==> config.mk <==
export PLATFORM = sky130hd
export DESIGN_NAME = fia_fair_arb
export DESIGN_NICKNAME = d
export VERILOG_FILES = /design/src/pkg/fia_pkg.sv /design/src/verilog/fia_rate_est.sv /design/src/verilog/fia_fair_arb.sv
export SDC_FILE = /design/constraint.sdc
export NUM_CORES = 1
export LEC_CHECK = 0
export ABC_AREA = 1
export CAP_MARGIN = 40
export CORE_ASPECT_RATIO = 1.25
export CORE_UTILIZATION = 25
export DETAILED_ROUTE_END_ITERATION = 10
export DONT_BUFFER_PORTS = 1
export GPL_TIMING_DRIVEN = 0
export PLACE_DENSITY_LB_ADDON = 0.3
export SLEW_MARGIN = 10
export SYNTH_ARGS = -nofsm -noshare
export SYNTH_HDL_FRONTEND = slang
export SYNTH_SLANG_ARGS = --single-unit
==> constraint.sdc <==
create_clock -name clk -period 7 [get_ports clk]
set_clock_uncertainty 0.1 [all_clocks]
set_input_delay 0.35 -clock clk [delete_from_list [all_inputs] [get_ports clk]]
set_output_delay 0.35 -clock clk [all_outputs]
set_load 0.02 [all_outputs]
==> src/pkg/fia_pkg.sv <==
// Constants shared by the fair-insertion arbiter and its rate estimator.
// Assumes one 250 MHz clock and an AXI4-Lite master for the status view.
// What this block does
// - Per direction: 32 three-bit counters, one total
// - Reset clears all unit and total counters
// - Forwarded packet bumps its unit and total
// - Unit overflow captures total plus one as divisor, clears
// - Divisor resets to one
// - Local may go when nothing forwarded waits
// - Spread local insertions evenly, no bursts
// - Eight-bit window resets one, priority zero
// - Only forwarded ready: send, decrement window, unless a priority local is credit-blocked on the same VC
// - Only local ready: send, clear priority
// - Both ready: priority picks local, else forwarded
// - Window reaching zero reloads, sets priority
// - Nine-bit LFSR x9+x4+1 steps per reload
// - Reload is (divisor plus LFSR low three)>>3
// - NOP and Sync bypass the fairness logic
// - Independent copy for upstream and downstream
// - No software control, no configurable fairness
// - Candidate needs readiness and far buffer credits
// - Tunnel nodes implement this insertion method
// - Credit counters saturate, at least four bits
package fia_pkg;
	// ----------------------------------------
	// Fairness structure
	// ----------------------------------------
	localparam int NUM_DIR = 2;
	localparam int DIR_UP = 0;
	localparam int DIR_DN = 1;
	localparam int NUM_UNITS = 32;
	localparam int UNIT_W = 5;
	localparam int UNIT_CNT_W = 3;
	localparam int TOTAL_W = 8;
	localparam int WIN_W = 8;
	localparam int LFSR_W = 9;
	localparam int LFSR_TAP_HI = 8;
	localparam int LFSR_TAP_LO = 3;
	localparam int RELOAD_SHIFT = 3;
	localparam logic [2:0] UNIT_CNT_MAX = 3'h7;
	localparam logic [7:0] TOTAL_RST = 8'h00;
	localparam logic [7:0] DIV_RST = 8'h01;
	localparam logic [7:0] WIN_RST = 8'h01;
	localparam logic [8:0] LFSR_RST = 9'h001;
	// ----------------------------------------
	// Virtual channels and credits
	// ----------------------------------------
	localparam int NUM_VC = 3;
	localparam int VC_W = 2;
	localparam int REL_W = 2;
	localparam int CRED_W = 4;
	localparam logic [1:0] VC_POSTED = 2'h0;
	localparam logic [1:0] VC_NONPOSTED = 2'h1;
	localparam logic [1:0] VC_RESPONSE = 2'h2;
	// ----------------------------------------
	// Status register map (read only)
	// ----------------------------------------
	localparam int ADDR_W = 8;
	localparam logic [7:0] OFS_DIV_UP = 8'h00;
	localparam logic [7:0] OFS_DIV_DN = 8'h04;
	localparam logic [7:0] OFS_WIN_UP = 8'h08;
	localparam logic [7:0] OFS_WIN_DN = 8'h0c;
	localparam logic [7:0] OFS_CRED = 8'h10;
	localparam int STAT_PRIO_BIT = 8;
	localparam int STAT_LFSR_LSB = 16;
	localparam int CRED_FIELD_W = 4;
	localparam logic [1:0] RESP_OKAY = 2'h0;
	localparam logic [1:0] RESP_SLVERR = 2'h2;
	localparam logic [1:0] RESP_DECERR = 2'h3;

	function automatic logic [LFSR_W-1:0] lfsr_step(input logic [LFSR_W-1:0] cur);
		return {cur[LFSR_W-2:0], cur[LFSR_TAP_HI] ^ cur[LFSR_TAP_LO]};
	endfunction : lfsr_step
endpackage : fia_pkg

==> src/verilog/fia_rate_est.sv <==
// Forwarding-rate estimator for one direction: per-unit counters and divisor.
// Assumes fwdSent pulses once per forwarded packet with its source unit.
`timescale 1ns/1ns
module fia_rate_est (
	// Clock and reset
	input wire logic clk,
	input wire logic arst_n,
	// Forwarded packet event
	input wire logic fwdSent,
	input wire logic [fia_pkg::UNIT_W-1:0] fwdSrcUnit,
	// Captured divisor
	output logic [fia_pkg::TOTAL_W-1:0] divisor
);
	// ----------------------------------------
	// State
	// ----------------------------------------
	typedef struct packed {
		logic [fia_pkg::NUM_UNITS-1:0][fia_pkg::UNIT_CNT_W-1:0] unitCnt;
		logic [fia_pkg::TOTAL_W-1:0] total;
		logic [fia_pkg::TOTAL_W-1:0] div;
	} fia_est_st_t;

	fia_est_st_t st_r;
	fia_est_st_t st_nxt;

	assign divisor = st_r.div;

	// ----------------------------------------
	// Counting
	// ----------------------------------------
	always_comb begin
		st_nxt = st_r;
		if (fwdSent) begin
			if (st_r.unitCnt[fwdSrcUnit] == fia_pkg::UNIT_CNT_MAX) begin
				st_nxt.div = st_r.total + 8'h01;
				st_nxt.unitCnt = '0;
				st_nxt.total = fia_pkg::TOTAL_RST;
			end else begin
				st_nxt.unitCnt[fwdSrcUnit] = st_r.unitCnt[fwdSrcUnit] + 3'h1;
				st_nxt.total = st_r.total + 8'h01;
			end
		end
	end

	always_ff @(posedge clk or negedge arst_n) begin
		if (!arst_n) begin
			st_r.unitCnt <= '0;
			st_r.total <= fia_pkg::TOTAL_RST;
			st_r.div <= fia_pkg::DIV_RST;
		end else begin
			st_r <= st_nxt;
		end
	end

	// ----------------------------------------
	// Checks
	// ----------------------------------------
	a_div_capture: assert property (@(posedge clk) disable iff (!arst_n)
		fwdSent && st_r.unitCnt[fwdSrcUnit] == fia_pkg::UNIT_CNT_MAX
		|=> divisor == $past(st_r.total) + 8'h01 && st_r.total == 8'h00 && st_r.unitCnt == '0)
		else $error("divisor not captured on unit overflow");
	a_total_count: assert property (@(posedge clk) disable iff (!arst_n)
		fwdSent && st_r.unitCnt[fwdSrcUnit] != fia_pkg::UNIT_CNT_MAX
		|=> st_r.total == $past(st_r.total) + 8'h01 && $stable(divisor))
		else $error("total counter did not advance");
	a_total_idle: assert property (@(posedge clk) disable iff (!arst_n)
		!fwdSent |=> $stable(st_r.total) && $stable(divisor))
		else $error("counters moved without a forwarded packet");
endmodule : fia_rate_est

==> src/verilog/fia_fair_arb.sv <==
// Two-direction fair-insertion arbiter with credit gating and status view.
// Assumes candidates hold valid until their take pulse; info packets are NOP/Sync.
`timescale 1ns/1ns
module fia_fair_arb #(
	parameter int CRED_W = fia_pkg::CRED_W
) (
	// Clock and reset
	input wire logic clk,
	input wire logic arst_n,
	// Forwarded candidates, index 0 upstream, 1 downstream
	input wire logic [fia_pkg::NUM_DIR-1:0] fwdValid,
	input wire logic [fia_pkg::NUM_DIR-1:0][fia_pkg::UNIT_W-1:0] fwdSrcUnit,
	input wire logic [fia_pkg::NUM_DIR-1:0][fia_pkg::VC_W-1:0] fwdVc,
	// Local candidates
	input wire logic [fia_pkg::NUM_DIR-1:0] locValid,
	input wire logic [fia_pkg::NUM_DIR-1:0][fia_pkg::VC_W-1:0] locVc,
	// Per-link info packets
	input wire logic [fia_pkg::NUM_DIR-1:0] infoValid,
	// Buffer releases from the far receiver
	input wire logic [fia_pkg::NUM_DIR-1:0][fia_pkg::NUM_VC-1:0][fia_pkg::REL_W-1:0] credRel,
	// Grants
	output logic [fia_pkg::NUM_DIR-1:0] fwdTake,
	output logic [fia_pkg::NUM_DIR-1:0] locTake,
	output logic [fia_pkg::NUM_DIR-1:0] infoTake,
	// AXI4-Lite write
	input wire logic [fia_pkg::ADDR_W-1:0] s_axil_awaddr,
	input wire logic s_axil_awvalid,
	output logic s_axil_awready,
	input wire logic [31:0] s_axil_wdata,
	input wire logic [3:0] s_axil_wstrb,
	input wire logic s_axil_wvalid,
	output logic s_axil_wready,
	output logic [1:0] s_axil_bresp,
	output logic s_axil_bvalid,
	input wire logic s_axil_bready,
	// AXI4-Lite read
	input wire logic [fia_pkg::ADDR_W-1:0] s_axil_araddr,
	input wire logic s_axil_arvalid,
	output logic s_axil_arready,
	output logic [31:0] s_axil_rdata,
	output logic [1:0] s_axil_rresp,
	output logic s_axil_rvalid,
	input wire logic s_axil_rready
);
	// ----------------------------------------
	// State
	// ----------------------------------------
	typedef struct packed {
		logic [fia_pkg::NUM_DIR-1:0][fia_pkg::WIN_W-1:0] win;
		logic [fia_pkg::NUM_DIR-1:0] prio;
		logic [fia_pkg::NUM_DIR-1:0][fia_pkg::LFSR_W-1:0] lfsr;
		logic [fia_pkg::NUM_DIR-1:0][fia_pkg::NUM_VC-1:0][CRED_W-1:0] cred;
		logic [fia_pkg::NUM_DIR-1:0] fwdTake;
		logic [fia_pkg::NUM_DIR-1:0] locTake;
		logic [fia_pkg::NUM_DIR-1:0] infoTake;
		logic awSeen;
		logic wSeen;
		logic [fia_pkg::ADDR_W-1:0] awAddr;
		logic awready;
		logic wready;
		logic bvalid;
		logic [1:0] bresp;
		logic arready;
		logic rvalid;
		logic [31:0] rdata;
		logic [1:0] rresp;
	} fia_arb_st_t;

	fia_arb_st_t st_r;
	fia_arb_st_t st_nxt;

	logic [fia_pkg::NUM_DIR-1:0][fia_pkg::TOTAL_W-1:0] divisor;
	logic [fia_pkg::NUM_DIR-1:0] busy;
	logic [fia_pkg::NUM_DIR-1:0] fwdRdy;
	logic [fia_pkg::NUM_DIR-1:0] locRdy;
	logic [fia_pkg::NUM_DIR-1:0] holdFwd;
	logic [fia_pkg::NUM_DIR-1:0] sendInfo;
	logic [fia_pkg::NUM_DIR-1:0] sendLoc;
	logic [fia_pkg::NUM_DIR-1:0] sendFwd;

	assign fwdTake = st_r.fwdTake;
	assign locTake = st_r.locTake;
	assign infoTake = st_r.infoTake;
	assign s_axil_awready = st_r.awready;
	assign s_axil_wready = st_r.wready;
	assign s_axil_bvalid = st_r.bvalid;
	assign s_axil_bresp = st_r.bresp;
	assign s_axil_arready = st_r.arready;
	assign s_axil_rvalid = st_r.rvalid;
	assign s_axil_rdata = st_r.rdata;
	assign s_axil_rresp = st_r.rresp;

	// ----------------------------------------
	// Helpers
	// ----------------------------------------
	// Credits saturate rather than wrap, so extra releases are dropped
	function automatic logic [CRED_W-1:0] credNext(input logic [CRED_W-1:0] cur,
			input logic [fia_pkg::REL_W-1:0] rel, input logic used);
		logic [CRED_W:0] sum;
		sum = {1'b0, cur} - (CRED_W+1)'(used) + (CRED_W+1)'(rel);
		return sum[CRED_W] ? {CRED_W{1'b1}} : sum[CRED_W-1:0];
	endfunction : credNext

	function automatic logic [fia_pkg::WIN_W-1:0] reloadVal(input logic [fia_pkg::TOTAL_W-1:0] div,
			input logic [fia_pkg::LFSR_W-1:0] lfsr);
		logic [fia_pkg::TOTAL_W:0] sum;
		sum = {1'b0, div} + (fia_pkg::TOTAL_W+1)'(lfsr[2:0]);
		return fia_pkg::WIN_W'(sum >> fia_pkg::RELOAD_SHIFT);
	endfunction : reloadVal

	function automatic logic credOk(input logic [fia_pkg::NUM_VC-1:0][CRED_W-1:0] cred,
			input logic [fia_pkg::VC_W-1:0] vc);
		return (vc < fia_pkg::VC_W'(fia_pkg::NUM_VC)) && (cred[vc] != '0);
	endfunction : credOk

	function automatic logic isMapped(input logic [fia_pkg::ADDR_W-1:0] addr);
		logic [fia_pkg::ADDR_W-1:0] wa;
		wa = {addr[fia_pkg::ADDR_W-1:2], 2'b00};
		return wa == fia_pkg::OFS_DIV_UP || wa == fia_pkg::OFS_DIV_DN || wa == fia_pkg::OFS_WIN_UP
			|| wa == fia_pkg::OFS_WIN_DN || wa == fia_pkg::OFS_CRED;
	endfunction : isMapped

	function automatic logic [31:0] winStatus(input logic [fia_pkg::WIN_W-1:0] win, input logic prio,
			input logic [fia_pkg::LFSR_W-1:0] lfsr);
		logic [31:0] v;
		v = '0;
		v[fia_pkg::WIN_W-1:0] = win;
		v[fia_pkg::STAT_PRIO_BIT] = prio;
		v[fia_pkg::STAT_LFSR_LSB +: fia_pkg::LFSR_W] = lfsr;
		return v;
	endfunction : winStatus

	// ----------------------------------------
	// Rate estimators, one per direction
	// ----------------------------------------
	generate
		for (genvar gd = 0; gd < fia_pkg::NUM_DIR; gd++) begin : g_est
			fia_rate_est u_est (
				.clk(clk),
				.arst_n(arst_n),
				.fwdSent(sendFwd[gd]),
				.fwdSrcUnit(fwdSrcUnit[gd]),
				.divisor(divisor[gd])
			);
		end
	endgenerate

	// ----------------------------------------
	// Candidate selection
	// ----------------------------------------
	// A take pulse blocks the next cycle so a held valid is never granted twice
	always_comb begin
		for (int d = 0; d < fia_pkg::NUM_DIR; d++) begin
			busy[d] = st_r.fwdTake[d] | st_r.locTake[d] | st_r.infoTake[d];
			fwdRdy[d] = fwdValid[d] && credOk(st_r.cred[d], fwdVc[d]);
			locRdy[d] = locValid[d] && credOk(st_r.cred[d], locVc[d]);
			holdFwd[d] = st_r.prio[d] && locValid[d] && !locRdy[d] && fwdVc[d] == locVc[d];
			sendInfo[d] = !busy[d] && infoValid[d];
			sendLoc[d] = !busy[d] && !infoValid[d] && locRdy[d] && (!fwdRdy[d] || st_r.prio[d]);
			sendFwd[d] = !busy[d] && !infoValid[d] && fwdRdy[d] && !sendLoc[d] && !holdFwd[d];
		end
	end

	// ----------------------------------------
	// Next state
	// ----------------------------------------
	always_comb begin
		st_nxt = st_r;
		// Window, priority and LFSR per direction
		for (int d = 0; d < fia_pkg::NUM_DIR; d++) begin
			st_nxt.fwdTake[d] = sendFwd[d];
			st_nxt.locTake[d] = sendLoc[d];
			st_nxt.infoTake[d] = sendInfo[d];
			for (int v = 0; v < fia_pkg::NUM_VC; v++) begin
				st_nxt.cred[d][v] = credNext(st_r.cred[d][v], credRel[d][v],
					(sendFwd[d] && fwdVc[d] == fia_pkg::VC_W'(v))
					|| (sendLoc[d] && locVc[d] == fia_pkg::VC_W'(v)));
			end
			if (sendFwd[d]) begin
				if (st_r.win[d] == fia_pkg::WIN_W'(1)) begin
					// Random low bits give fractional insertion rates, pacing evenly
					st_nxt.win[d] = reloadVal(divisor[d], st_r.lfsr[d]);
					st_nxt.prio[d] = 1'b1;
					st_nxt.lfsr[d] = fia_pkg::lfsr_step(st_r.lfsr[d]);
				end else begin
					st_nxt.win[d] = st_r.win[d] - fia_pkg::WIN_W'(1);
				end
			end
			if (sendLoc[d]) begin
				st_nxt.prio[d] = 1'b0;
			end
		end
		// Write channel: no writable fields, every write is refused
		if (s_axil_awvalid && st_r.awready) begin
			st_nxt.awSeen = 1'b1;
			st_nxt.awAddr = s_axil_awaddr;
		end
		if (s_axil_wvalid && st_r.wready) begin
			st_nxt.wSeen = 1'b1;
		end
		if (st_r.bvalid && s_axil_bready) begin
			st_nxt.bvalid = 1'b0;
		end else if (st_r.awSeen && st_r.wSeen && !st_r.bvalid) begin
			st_nxt.bvalid = 1'b1;
			st_nxt.bresp = isMapped(st_r.awAddr) ? fia_pkg::RESP_SLVERR : fia_pkg::RESP_DECERR;
			st_nxt.awSeen = 1'b0;
			st_nxt.wSeen = 1'b0;
		end
		st_nxt.awready = !st_nxt.awSeen && !st_nxt.bvalid;
		st_nxt.wready = !st_nxt.wSeen && !st_nxt.bvalid;
		// Read channel: observation only
		if (st_r.rvalid && s_axil_rready) begin
			st_nxt.rvalid = 1'b0;
		end else if (s_axil_arvalid && st_r.arready) begin
			st_nxt.rvalid = 1'b1;
			st_nxt.rresp = isMapped(s_axil_araddr) ? fia_pkg::RESP_OKAY : fia_pkg::RESP_DECERR;
			case ({s_axil_araddr[fia_pkg::ADDR_W-1:2], 2'b00})
				fia_pkg::OFS_DIV_UP: st_nxt.rdata = 32'(divisor[fia_pkg::DIR_UP]);
				fia_pkg::OFS_DIV_DN: st_nxt.rdata = 32'(divisor[fia_pkg::DIR_DN]);
				fia_pkg::OFS_WIN_UP: st_nxt.rdata = winStatus(st_r.win[fia_pkg::DIR_UP],
					st_r.prio[fia_pkg::DIR_UP], st_r.lfsr[fia_pkg::DIR_UP]);
				fia_pkg::OFS_WIN_DN: st_nxt.rdata = winStatus(st_r.win[fia_pkg::DIR_DN],
					st_r.prio[fia_pkg::DIR_DN], st_r.lfsr[fia_pkg::DIR_DN]);
				fia_pkg::OFS_CRED: begin
					st_nxt.rdata = '0;
					for (int d = 0; d < fia_pkg::NUM_DIR; d++) begin
						for (int v = 0; v < fia_pkg::NUM_VC; v++) begin
							st_nxt.rdata[(d*fia_pkg::NUM_VC+v)*fia_pkg::CRED_FIELD_W +: fia_pkg::CRED_FIELD_W] =
								fia_pkg::CRED_FIELD_W'(st_r.cred[d][v]);
						end
					end
				end
				default: st_nxt.rdata = '0;
			endcase
		end
		st_nxt.arready = !st_nxt.rvalid;
	end

	// ----------------------------------------
	// Registers
	// ----------------------------------------
	always_ff @(posedge clk or negedge arst_n) begin
		if (!arst_n) begin
			for (int d = 0; d < fia_pkg::NUM_DIR; d++) begin
				st_r.win[d] <= fia_pkg::WIN_RST;
				st_r.lfsr[d] <= fia_pkg::LFSR_RST;
			end
			st_r.prio <= '0;
			st_r.cred <= '0;
			st_r.fwdTake <= '0;
			st_r.locTake <= '0;
			st_r.infoTake <= '0;
			st_r.awSeen <= 1'b0;
			st_r.wSeen <= 1'b0;
			st_r.awAddr <= '0;
			st_r.awready <= 1'b1;
			st_r.wready <= 1'b1;
			st_r.bvalid <= 1'b0;
			st_r.bresp <= fia_pkg::RESP_OKAY;
			st_r.arready <= 1'b1;
			st_r.rvalid <= 1'b0;
			st_r.rdata <= '0;
			st_r.rresp <= fia_pkg::RESP_OKAY;
		end else begin
			st_r <= st_nxt;
		end
	end

	// ----------------------------------------
	// Checks
	// ----------------------------------------
	generate
		for (genvar gd = 0; gd < fia_pkg::NUM_DIR; gd++) begin : g_chk
			a_one_grant: assert property (@(posedge clk) disable iff (!arst_n)
				$onehot0({fwdTake[gd], locTake[gd], infoTake[gd]}))
				else $error("more than one grant in a cycle");
			a_grant_gap: assert property (@(posedge clk) disable iff (!arst_n)
				(fwdTake[gd] || locTake[gd] || infoTake[gd])
				|=> !(fwdTake[gd] || locTake[gd] || infoTake[gd]))
				else $error("grants back to back");
			a_reload_prio: assert property (@(posedge clk) disable iff (!arst_n)
				sendFwd[gd] && st_r.win[gd] == 8'h01
				|=> st_r.prio[gd] && fwdTake[gd] && st_r.lfsr[gd] != $past(st_r.lfsr[gd]))
				else $error("window reload did not set priority");
			a_local_first: assert property (@(posedge clk) disable iff (!arst_n)
				!busy[gd] && !infoValid[gd] && st_r.prio[gd] && locRdy[gd]
				|=> locTake[gd] && !st_r.prio[gd])
				else $error("priority local packet not sent");
			a_credit_gate: assert property (@(posedge clk) disable iff (!arst_n)
				fwdTake[gd] |-> $past(st_r.cred[gd][fwdVc[gd]]) != '0)
				else $error("forwarded packet sent without credit");
			a_info_bypass: assert property (@(posedge clk) disable iff (!arst_n)
				!busy[gd] && infoValid[gd] |=> infoTake[gd])
				else $error("info packet held back");
			a_lfsr_live: assert property (@(posedge clk) disable iff (!arst_n)
				st_r.lfsr[gd] != '0)
				else $error("shift register reached zero");
			a_starve_hold: assert property (@(posedge clk) disable iff (!arst_n)
				holdFwd[gd] && !busy[gd] |=> !fwdTake[gd] && st_r.prio[gd])
				else $error("blocked channel lost its priority");
		end
	endgenerate

	a_b_hold: assert property (@(posedge clk) disable iff (!arst_n)
		s_axil_bvalid && !s_axil_bready |=> s_axil_bvalid && $stable(s_axil_bresp))
		else $error("write response dropped before taken");
	a_r_hold: assert property (@(posedge clk) disable iff (!arst_n)
		s_axil_rvalid && !s_axil_rready |=> s_axil_rvalid && $stable(s_axil_rdata))
		else $error("read data dropped before taken");
endmodule : fia_fair_arb

# == Word-level counts from Yosys, hierarchy flattened ==
# Cells that the tools add are included.
# classes
add_sub_neg,20
magnitude_cmp,12
n_eq_ne,22
n_mux,45
bitwise,8
n_reduce_logical,106
# ops
cell,count
two-way mux 104 bit,2
bitwise mux 96 bit,2
one-hot mux 25 bit (5 select lines),1
logical AND 1 bit,51
two-way mux 4 bit,10
two-way mux 35 bit,1
binary-select mux 4 bit (select 2 bit),4
adder 5 x 2 -> 5 bit,6
binary-select mux 3 bit (select 5 bit),2
demux 3 bit (select 5 bit),2
subtractor 4 x 1 -> 5 bit,6
== test 6 x 2 -> 1 bit (second input constant),4
adder 8 x 3 -> 9 bit,2
zero test 1 bit,17
adder 8 x 1 -> 8 bit (second input constant),2
== test 8 x 1 -> 1 bit (second input constant),2
logical OR 1 bit,16
two-way mux 8 bit,2
AND reduction 2 bit,8
nonzero test 4 bit,4
subtractor 8 x 1 -> 8 bit (second input constant),2
two-way mux 3 bit,5
== test 6 x 1 -> 1 bit (second input constant),2
== test 6 x 3 -> 1 bit (second input constant),2
other kinds (17),58
# word_totals
regBits,341
input_bits,95
output_inout_bits,47
word_cells,307

# == Depth between registers and ports, before layout ==
# Gate-level depths: netlist of run 1.
# depth
ltp_word,16
depth_mapped,21
mapped_depth_nobuf,20

# == Cells and area by module ==
# A second synthesis of run 1 with hierarchy kept.
# unflattened
cells_unflattened,2521
area_unflattened_um2,19019.5
# modules_own_cells
module,n_inst,cells_per_inst,area_each_um2,seq_area_each_um2
fia_fair_arb,1,902,6989.2,2686.3
fia_rate_est (g_est[0].u_est),1,811,6019.5,2803.9
fia_rate_est (g_est[1].u_est),1,808,6010.8,2803.9

# == Worst setup path after synthesis of run 1 ==
# No wires, ideal clock.
# synth_timing
kind,register to register
from,reg locTake[1] (netlist name)
to,reg st_r[75] in the netlist's numbering
setup_ns,0.138
arrival_time_ns,2.952
t_required_ns,6.762
setup_slack_ns,3.810
stages_incl_launch_ff,20
n_path_buf,1
synth_period_minus_slack_ns,3.190
cell_sequence,dfrtp_1 > or3_1 > nor2_2 > inv_1 > nor2_4 > nand2_1 > inv_1 > buf_2 > nand2_1 > nand2_1 > ha_1 > inv_1 > ha_1 > inv_1 > fa_1 > nor2_1 > o21ai_0 > nand2_1 > xor2_1 > o21ai_0
# synth_rtl
element,line,source
to (signal assigned),fia_fair_arb.sv:265,st_r <= st_nxt;
to (decl),fia_fair_arb.sv:69,fia_arb_st_t st_r;

# == Worst setup path in the final report of run 1 ==
# layout_timing
from,in fwdSrcUnit[5] in the netlist's numbering
to,reg g_est[1].u_est.st_r[62] in the netlist's numbering
# layout_via
elab_chain_len,6
word_cells_on_any_way,11
cone_classes,add/sub: 1; order compare: 2; eq/ne: 1; mux: 6; reduce/logical: 1
# layout_rtl
element,line,source
from (decl),fia_fair_arb.sv:12,"input wire logic [fia_pkg::NUM_DIR-1:0][fia_pkg::UNIT_W-1:0] fwdSrcUnit,"
branches (longest 5 deep; another with adder 3 x 1 -> 3 bit),--,
two-way mux 104 bit *,fia_rate_est.sv:34,if (st_r.unitCnt[fwdSrcUnit] == fia_pkg::UNIT_CNT_MAX) begin
to (signal assigned),fia_rate_est.sv:51,st_r <= st_nxt;
to (decl),fia_rate_est.sv:23,fia_est_st_t st_r;
# Every way passes the cells marked *. The select of a mux whose other input is x is not followed.
# A chain may end at the register's enable or synchronous reset.

==> metrics.log, run 1 <==
[metrics] status: complete, but fails checks
[metrics] failing checks: negative hold slack
[metrics] worst slew pin tran: 1184 ps
[metrics] final net count: 2,535
[metrics] worst slew margin relative to its limit: 21.06%
[metrics] fill cell count: 7,689
[metrics] wirelength, routed: 54.38 mm
[metrics] number of hold buffers added after CTS: 18
[metrics] post-route clock period utilization: 61.26%
[metrics] type of the most critical hold path: in -> async
[metrics] Die Area: 72,760 um2
[metrics] wire length per cell: 16.22 um
[metrics] category of the worst setup path launch point: primary input
[metrics] height of the die: 301.3 um
[metrics] Max Fclk: 233.2 MHz
[metrics] leakage: 9.862 nW
[metrics] num ports: 142
[metrics] total global-route track usage: 15.09%
[metrics] Critical Path AT: 4580 ps
[metrics] Final Critical Period: 4288 ps
[metrics] Die Span X: 241.5 um
[metrics] total vias in the final route: 15,509
[metrics] count of warnings emitted by yosys: 0
[metrics] initial cell density of the core: 25.32%
[metrics] Post-synth ARST share: 100.0%
[metrics] Sum Neg Setup Slack: 0 ps
[metrics] GR Overflow Total: 0
[metrics] Placement Setup Slack: 2268 ps
[metrics] met3 track utilization from global routing: 1.822%
[metrics] number of distinct library cells after synthesis: 40
[metrics] CTS tree: yes
[metrics] Slew Limit Fails: 0
[metrics] unrepaired setup endpoints after global routing: no
[metrics] share of layout cells above drive strength 1: 8.174%
[metrics] DP HPWL: 37.53 mm
[metrics] Crit path required time: 7290 ps
[metrics] final hold violation count: 324
[metrics] endpoint of the worst-slack reg-to-reg timing path: st_r[79]
[metrics] ys flop type: sky130_fd_sc_hd__dfrtp_1
[metrics] post-route setup slack: 2712 ps
[metrics] Num CTS Buffers: 37
[metrics] hold slack: -598.3 ps
[metrics] met2 capacity usage during global routing: 25.98%
[metrics] pin count of the biggest net entering global routing: 332
[metrics] # diodes: 0
[metrics] worst flop-to-flop path startpoint: locTake[1]
[metrics] Buffers on Ports: 0
[metrics] number of global-route vias before repair: 15,432
[metrics] clock-pin slew on the worst setup and hold paths: 60 ps
[metrics] DRC violation total after the first TritonRoute iteration: 1,210
[metrics] Num Clock Sinks: 331
[metrics] length in cells of the worst reg-to-reg path: 18
[metrics] element type at the critical path end: flip-flop
[metrics] cell types with the highest counts after synthesis: sky130_fd_sc_hd__nand2_1 (653), sky130_fd_sc_hd__dfrtp_1 (322), sky130_fd_sc_hd__o21ai_0 (308), sky130_fd_sc_hd__inv_1 (220), sky130_fd_sc_hd__nand3_1 (180)
[metrics] synthesized area per cell: 7.733 um2
[metrics] via density per instance: 4.625
[metrics] number of synthesized register bits: 331
[metrics] global-route track usage on met1: 19.19%
[metrics] standard-cell rows: 109
[metrics] number of enable flip-flop cells after synthesis: 0
[metrics] number of antenna violations at the first check in global routing: 0
[metrics] Core Area: 70,780 um2
[metrics] maximum resistive drop on vdd: 211.4 uV
[metrics] drt first pass iters: 5
[metrics] Post-Synthesis Cell Area: 17,920 um2
[metrics] sequential fraction of the synthesis area: 46.29%
[metrics] wire length of the first global-routing pass: 86.71 mm
[metrics] Skew-Pair Late Insertion Delay: 550 ps
[metrics] Area growth syn-to-layout: 14.75%
[metrics] most frequently used cell type in the post-synthesis netlist: sky130_fd_sc_hd__nand2_1
[metrics] root buf cell: sky130_fd_sc_hd__clkbuf_16
[metrics] area leader, netlist: sky130_fd_sc_hd__dfrtp_1
[metrics] final weighted congestion of routability-driven global placement: 0.8688
[metrics] layer with the highest usage: met2
[metrics] share of Yosys cell area claimed by the top area cell type: 44.97%
[metrics] Max-cap violations: 0
[metrics] synthesized instance count: 2,317
[metrics] residual antenna-violating net count after detailed routing: 0
[metrics] Setup violations, final: 0
[metrics] top fanout value on the critical path: 10
[metrics] ratio of total power to cell area: 297.8 nW/um2
[metrics] clock buffer depth: 3
[metrics] register-to-register setup slack: 3090 ps
[metrics] most area-consuming cells after synthesis: sky130_fd_sc_hd__dfrtp_1 (45%), sky130_fd_sc_hd__nand2_1 (14%), sky130_fd_sc_hd__o21ai_0 (8.6%), sky130_fd_sc_hd__nand3_1 (5.0%), sky130_fd_sc_hd__inv_1 (4.6%)
[metrics] Remaining DRCs: 0
[metrics] H-tree levels: 2
[metrics] crit path kind: in -> reg
[cell type report]
class / instances / area (um2) / share of cell area, %
Inverter: 229 / 859.6 / 4.180
Tap cell: 943 / 1180 / 5.738
Sequential cell: 331 / 8294 / 40.34
Timing Repair Buffer: 22 / 200.2 / 0.9736
Clock buffer: 53 / 1069 / 5.197
Multi-Input combinational cell: 1624 / 7975 / 38.79
Clock inverter: 12 / 172.7 / 0.8397
Buffer: 139 / 812.0 / 3.949
[through the flow]
stage / std cells / total power [mW] / area, um2 / util [%]
after global routing: 3353 / 6.557 / 20560 / 29.05
after CTS: 3353 / 6.213 / 20560 / 29.05
final: 3353 / 6.124 / 20560 / 29.05
after floorplan: 2323 / 3.671 / 17940 / -
after detailed placement: 3270 / 4.111 / 19140 / 27.04
after global placement: 3266 / 4.101 / 19120 / 27.01
[cell families after synthesis]
group	count (synthesis)	share of synthesized area, %
flops	331	46.29
fa+ha+maj	56	4.162
xor+xnor	28	1.369
compound gates	479	14.39
simple gates	1048	24.06
other cells	1	0.02093
buf+inv	368	9.329
mux	6	0.3770
[routing by layer]
metal,vias up,wire length (um)
li1,7682,-
met1,7363,23540
met2,357,26710
met3,107,2338
met4,0,1793
met5,-,0
[what timing repair did]
item / CTS / global route
endpoints found under the hold margin: 350 / 331
gates resized for setup: 0 / 0
setup buffers: 0 / 0
endpoints found under the setup margin: 0 / 0
[flip-flops by register name (all words and copies together), names as in the netlist, 2 cells and up]
register and flops:
g_est.u_est.st_r 208, g_est.u_est.divisor 16, s_axil_bresp 2, s_axil_rdata 25, fwdTake 2, st_r 68, infoTake 2, locTake 2
[layout by cell type (no fill, tap or decap), types with 9 or more instances in the layout]
cell type,n
sky130_fd_sc_hd__nand2_1,653
sky130_fd_sc_hd__dfrtp_1,322
sky130_fd_sc_hd__o21ai_0,308
sky130_fd_sc_hd__inv_1,220
sky130_fd_sc_hd__nand3_1,180
sky130_fd_sc_hd__nor2_1,153
sky130_fd_sc_hd__buf_4,53
sky130_fd_sc_hd__ha_1,50
sky130_fd_sc_hd__clkbuf_1,48
sky130_fd_sc_hd__buf_2,47
sky130_fd_sc_hd__o22ai_1,47
sky130_fd_sc_hd__a21oi_1,42
sky130_fd_sc_hd__clkbuf_16,39
sky130_fd_sc_hd__o21ai_1,34
sky130_fd_sc_hd__a22oi_1,33
sky130_fd_sc_hd__nor3_1,30
sky130_fd_sc_hd__xor2_1,21
sky130_fd_sc_hd__dlygate4sd3_1,18
sky130_fd_sc_hd__nand4_1,9
sky130_fd_sc_hd__dfstp_2,9
[where the power goes]
part / leakage (nW) / internal, mW / switching, mW
Clock: 0.602 / 1.21 / 0.835
Combinational: 4.88 / 0.600 / 0.997
Sequential: 4.38 / 2.23 / 0.249
Total: 9.86 / 4.04 / 2.08
[worst max-delay path: stages]
cell and delay, ps:
sky130_fd_sc_hd__buf_4 170, sky130_fd_sc_hd__buf_2 360, sky130_fd_sc_hd__nor2_1 170, sky130_fd_sc_hd__inv_1 320, sky130_fd_sc_hd__buf_2 360, sky130_fd_sc_hd__o22ai_1 110, sky130_fd_sc_hd__o21ai_0 370, sky130_fd_sc_hd__nand4_1 240
sky130_fd_sc_hd__nor2_1 150, sky130_fd_sc_hd__ha_1 150, sky130_fd_sc_hd__clkbuf_1 380, sky130_fd_sc_hd__clkinv_1 400, sky130_fd_sc_hd__nand2_1 270, sky130_fd_sc_hd__clkbuf_1 530, sky130_fd_sc_hd__o21ai_0 200
[worst max path at each step]
stage                     cells past startpoint          start                        to
final                                        15  fwdSrcUnit[5]   g_est[1].u_est.st_r[62]
after CTS                                    15  fwdSrcUnit[5]  g_est[1].u_est.st_r[102]
after floorplan                              19     locTake[1]                  st_r[75]
after global routing                         15  fwdSrcUnit[5]   g_est[1].u_est.st_r[39]
after global placement                       15  fwdSrcUnit[5]  g_est[1].u_est.st_r[105]
after detailed placement                     15  fwdSrcUnit[5]  g_est[1].u_est.st_r[105]
Note: power is estimated with default switching activity, not from simulation.
==> inputs of run 2 (changes only) <==
- clock period: 7 -> 4.1 ns (I/O delays scaled with it)
==> metrics.log, run 2 (synthesis results as in run 1) <==
[metrics] Num CTS Buffers: 37 (unchanged)
[metrics] placed standard-cell area: 19,140 um2 (unchanged)
[metrics] unrepaired setup endpoints after global routing: no
[metrics] wire length per cell: 16.25 um (+0.16%)
[metrics] total vias in the final route: 15,591 (+0.53%)
[metrics] hold slack: -744.2 ps (-145.9 ps)
[metrics] final net count: 2,545 (+0.39%)
[metrics] Skew-Pair Late Insertion Delay: 550 ps (about the same)
[metrics] leakage: 9.925 nW (+0.64%)
[metrics] Die Span X: 241.5 um (unchanged)
[metrics] drt first pass iters: 5 (unchanged)
[metrics] total global-route track usage: 15.13% (+0.049 points)
[metrics] flip-flop count of the largest register, all copies and words added: 208 (unchanged)
[metrics] type of the most critical hold path: in -> async
[metrics] initial cell density of the core: 25.32% (unchanged)
[metrics] failing checks: negative hold slack
[metrics] Critical Path AT: 4200 ps (-380 ps)
[metrics] Max Fclk: 256.1 MHz
[metrics] DRC violation total after the first TritonRoute iteration: 1,258 (+4.0%)
[metrics] num ports: 142 (unchanged)
[metrics] core occupancy in the finished layout: 29.27% (+0.22 points)
[metrics] number of antenna violations at the first check in global routing: 0 (unchanged)
[metrics] GR Overflow Total: 0 (unchanged)
[metrics] number of post-CTS setup repair buffers: 0 (unchanged)
[metrics] via density per instance: 4.636 (+0.23%)
[metrics] top fanout value on the critical path: 10 (unchanged)
[metrics] number of global-route vias before repair: 15,492 (+0.39%)
[metrics] Top reg by flops: g_est.u_est.st_r
[metrics] Area growth syn-to-layout: 15.63%
[metrics] Crit path required time: 4400 ps (-2890 ps)
[metrics] ratio of total power to cell area: 508.5 nW/um2 (+71%)
[metrics] Placement Setup Slack: -487.4 ps (-2755 ps)
[metrics] element type at the critical path end: flip-flop
[metrics] crit path kind: in -> reg
[metrics] post-route setup slack: 195.5 ps (-2516 ps)
[metrics] CTS tree: yes
[metrics] fill cell count: 7,675 (-0.18%)
[metrics] wire length of the first global-routing pass: 86.98 mm (+0.32%)
[metrics] worst slew pin tran: 1206 ps (+21.71 ps)
[metrics] # diodes: 0 (unchanged)
[metrics] clock-pin slew on the worst setup and hold paths: 60 ps (about the same)
[metrics] worst slew margin relative to its limit: 19.61% (-1.4 points)
[metrics] root buf cell: sky130_fd_sc_hd__clkbuf_16
[metrics] Num Clock Sinks: 331 (unchanged)
[metrics] Setup violations, final: 0 (unchanged)
[metrics] final std cell area, no fill: 20,720 um2 (+0.77%)
[metrics] share of layout cells above drive strength 1: 8.636% (+0.46 points)
[metrics] final hold violation count: 330 (+1.9%)
[metrics] DP HPWL: 37.53 mm (unchanged)
[metrics] Die Area: 72,760 um2 (unchanged)
[metrics] clock buffer depth: 3 (unchanged)
[metrics] wirelength, routed: 54.64 mm (+0.46%)
[metrics] Final Critical Period: 3904 ps
[metrics] Remaining DRCs: 0 (unchanged)
[metrics] Core Area: 70,780 um2 (unchanged)
[metrics] category of the worst setup path launch point: primary input
[metrics] final weighted congestion of routability-driven global placement: 0.8688 (unchanged)
[metrics] post-route clock period utilization: 95.23%
[metrics] Max-cap violations: 0 (unchanged)
[metrics] highest-count cells in the layout ignoring fill and taps: sky130_fd_sc_hd__nand2_1 (652), sky130_fd_sc_hd__dfrtp_1 (322), sky130_fd_sc_hd__o21ai_0 (308), sky130_fd_sc_hd__inv_1 (220), sky130_fd_sc_hd__nand3_1 (178)
[metrics] number of hold buffers added after CTS: 29 (+11)
[metrics] standard-cell rows: 109 (unchanged)
[metrics] residual antenna-violating net count after detailed routing: 0 (unchanged)
[metrics] Slew Limit Fails: 0 (unchanged)
[metrics] Buffers on Ports: 0 (unchanged)
[metrics] pin count of the biggest net entering global routing: 332 (unchanged)
[metrics] status: complete, but fails checks
[metrics] maximum resistive drop on vdd: 360.5 uV (+70%)
[metrics] H-tree levels: 2 (unchanged)
[metrics] most common cell after layout, fill and taps aside: sky130_fd_sc_hd__nand2_1
[metrics] height of the die: 301.3 um (unchanged)
[run 2: cell count changes in the layout (fill, tap and decap cells not counted), moves of 2 or more]
cell                            previous run  this run
sky130_fd_sc_hd__xor2_2                    0         3
sky130_fd_sc_hd__dlygate4sd3_1            18        29
sky130_fd_sc_hd__nand3_2                   5         7
sky130_fd_sc_hd__buf_2                    47        45
sky130_fd_sc_hd__clkbuf_2                  0         4
sky130_fd_sc_hd__clkbuf_4                  0         2
sky130_fd_sc_hd__clkbuf_1                 48        43
sky130_fd_sc_hd__xor2_1                   21        18
sky130_fd_sc_hd__nand3_1                 180       178
[run 2: area by class of cell]
| class | instances | area [um2] | area share, % |
|---|---|---|---|
| clock inverter | 12 | 172.7 | 0.8333 |
| clock buffer | 53 | 1069 | 5.157 |
| timing repair buffer | 33 | 310.3 | 1.498 |
| sequential | 331 | 8294 | 40.03 |
| inverter | 229 | 863.3 | 4.167 |
| tap | 943 | 1180 | 5.694 |
| multi-input combinational | 1624 | 8013 | 38.67 |
| buffer | 138 | 818.3 | 3.949 |
[run 2: layer usage]
layer  GRT usage, %  wire (um)  up-vias
li1               -          -     7707
met1          19.26      23480     7355
met2          26.07      26860      424
met3          1.822       2525      105
met4          5.591       1767        0
met5              0          0        -
[run 2: per-stage QoR]
stage | total power, mW | setup TNS [ps] | hold WS, ps | cells
after global placement | 7.002 | -55530 | -181.9 | 3266
after CTS | 10.66 | 0 | -770.3 | 3364
after global routing | 11.28 | 0 | -767.2 | 3363
after floorplan | 6.267 | 0 | -190.6 | 2323
after detailed placement | 7.020 | -56100 | -183.5 | 3270
final | 10.54 | 0 | -744.2 | 3363
[run 2: final timing paths]
check	startpoint	to	slack, ps	cells past startpoint
setup reg to reg	locTake[1]	st_r[79]	300	19
hold reg to reg	g_est[1].u_est.st_r[70]	g_est[1].u_est.st_r[70]	380	2
hold / removal	arst_n	s_axil_bvalid	-740	0
max in group asynchronous	arst_n	g_est[0].u_est.st_r[52]	3670	0
min in group clk	fwdValid[1]	st_r[115]	10	5
setup / recovery	fwdSrcUnit[1]	g_est[0].u_est.st_r[102]	200	15
[run 2: critical path, cell delays in order]
cell and delay [ps]:
sky130_fd_sc_hd__buf_4 180, sky130_fd_sc_hd__nand2_2 180, sky130_fd_sc_hd__inv_1 320, sky130_fd_sc_hd__clkbuf_1 610, sky130_fd_sc_hd__a22oi_1 250, sky130_fd_sc_hd__a21oi_1 280
sky130_fd_sc_hd__a21o_1 140, sky130_fd_sc_hd__nor2_1 40, sky130_fd_sc_hd__nand2_1 50, sky130_fd_sc_hd__ha_1 150, sky130_fd_sc_hd__ha_1 400, sky130_fd_sc_hd__clkinv_1 410
sky130_fd_sc_hd__nand2_1 330, sky130_fd_sc_hd__clkbuf_1 450, sky130_fd_sc_hd__o21ai_0 200
[run 2: what timing repair did]
action / in CTS / in global routing
gates resized for setup: 0 / 18
endpoints found under the setup margin: 0 / 110
hold endpoints to repair: 358 / 331
[run 2: power by group]
part / internal (mW) / switching (mW)
logic: 1.08 / 1.72
clock network: 2.07 / 1.43
registers: 3.81 / 0.430
total: 6.96 / 3.58
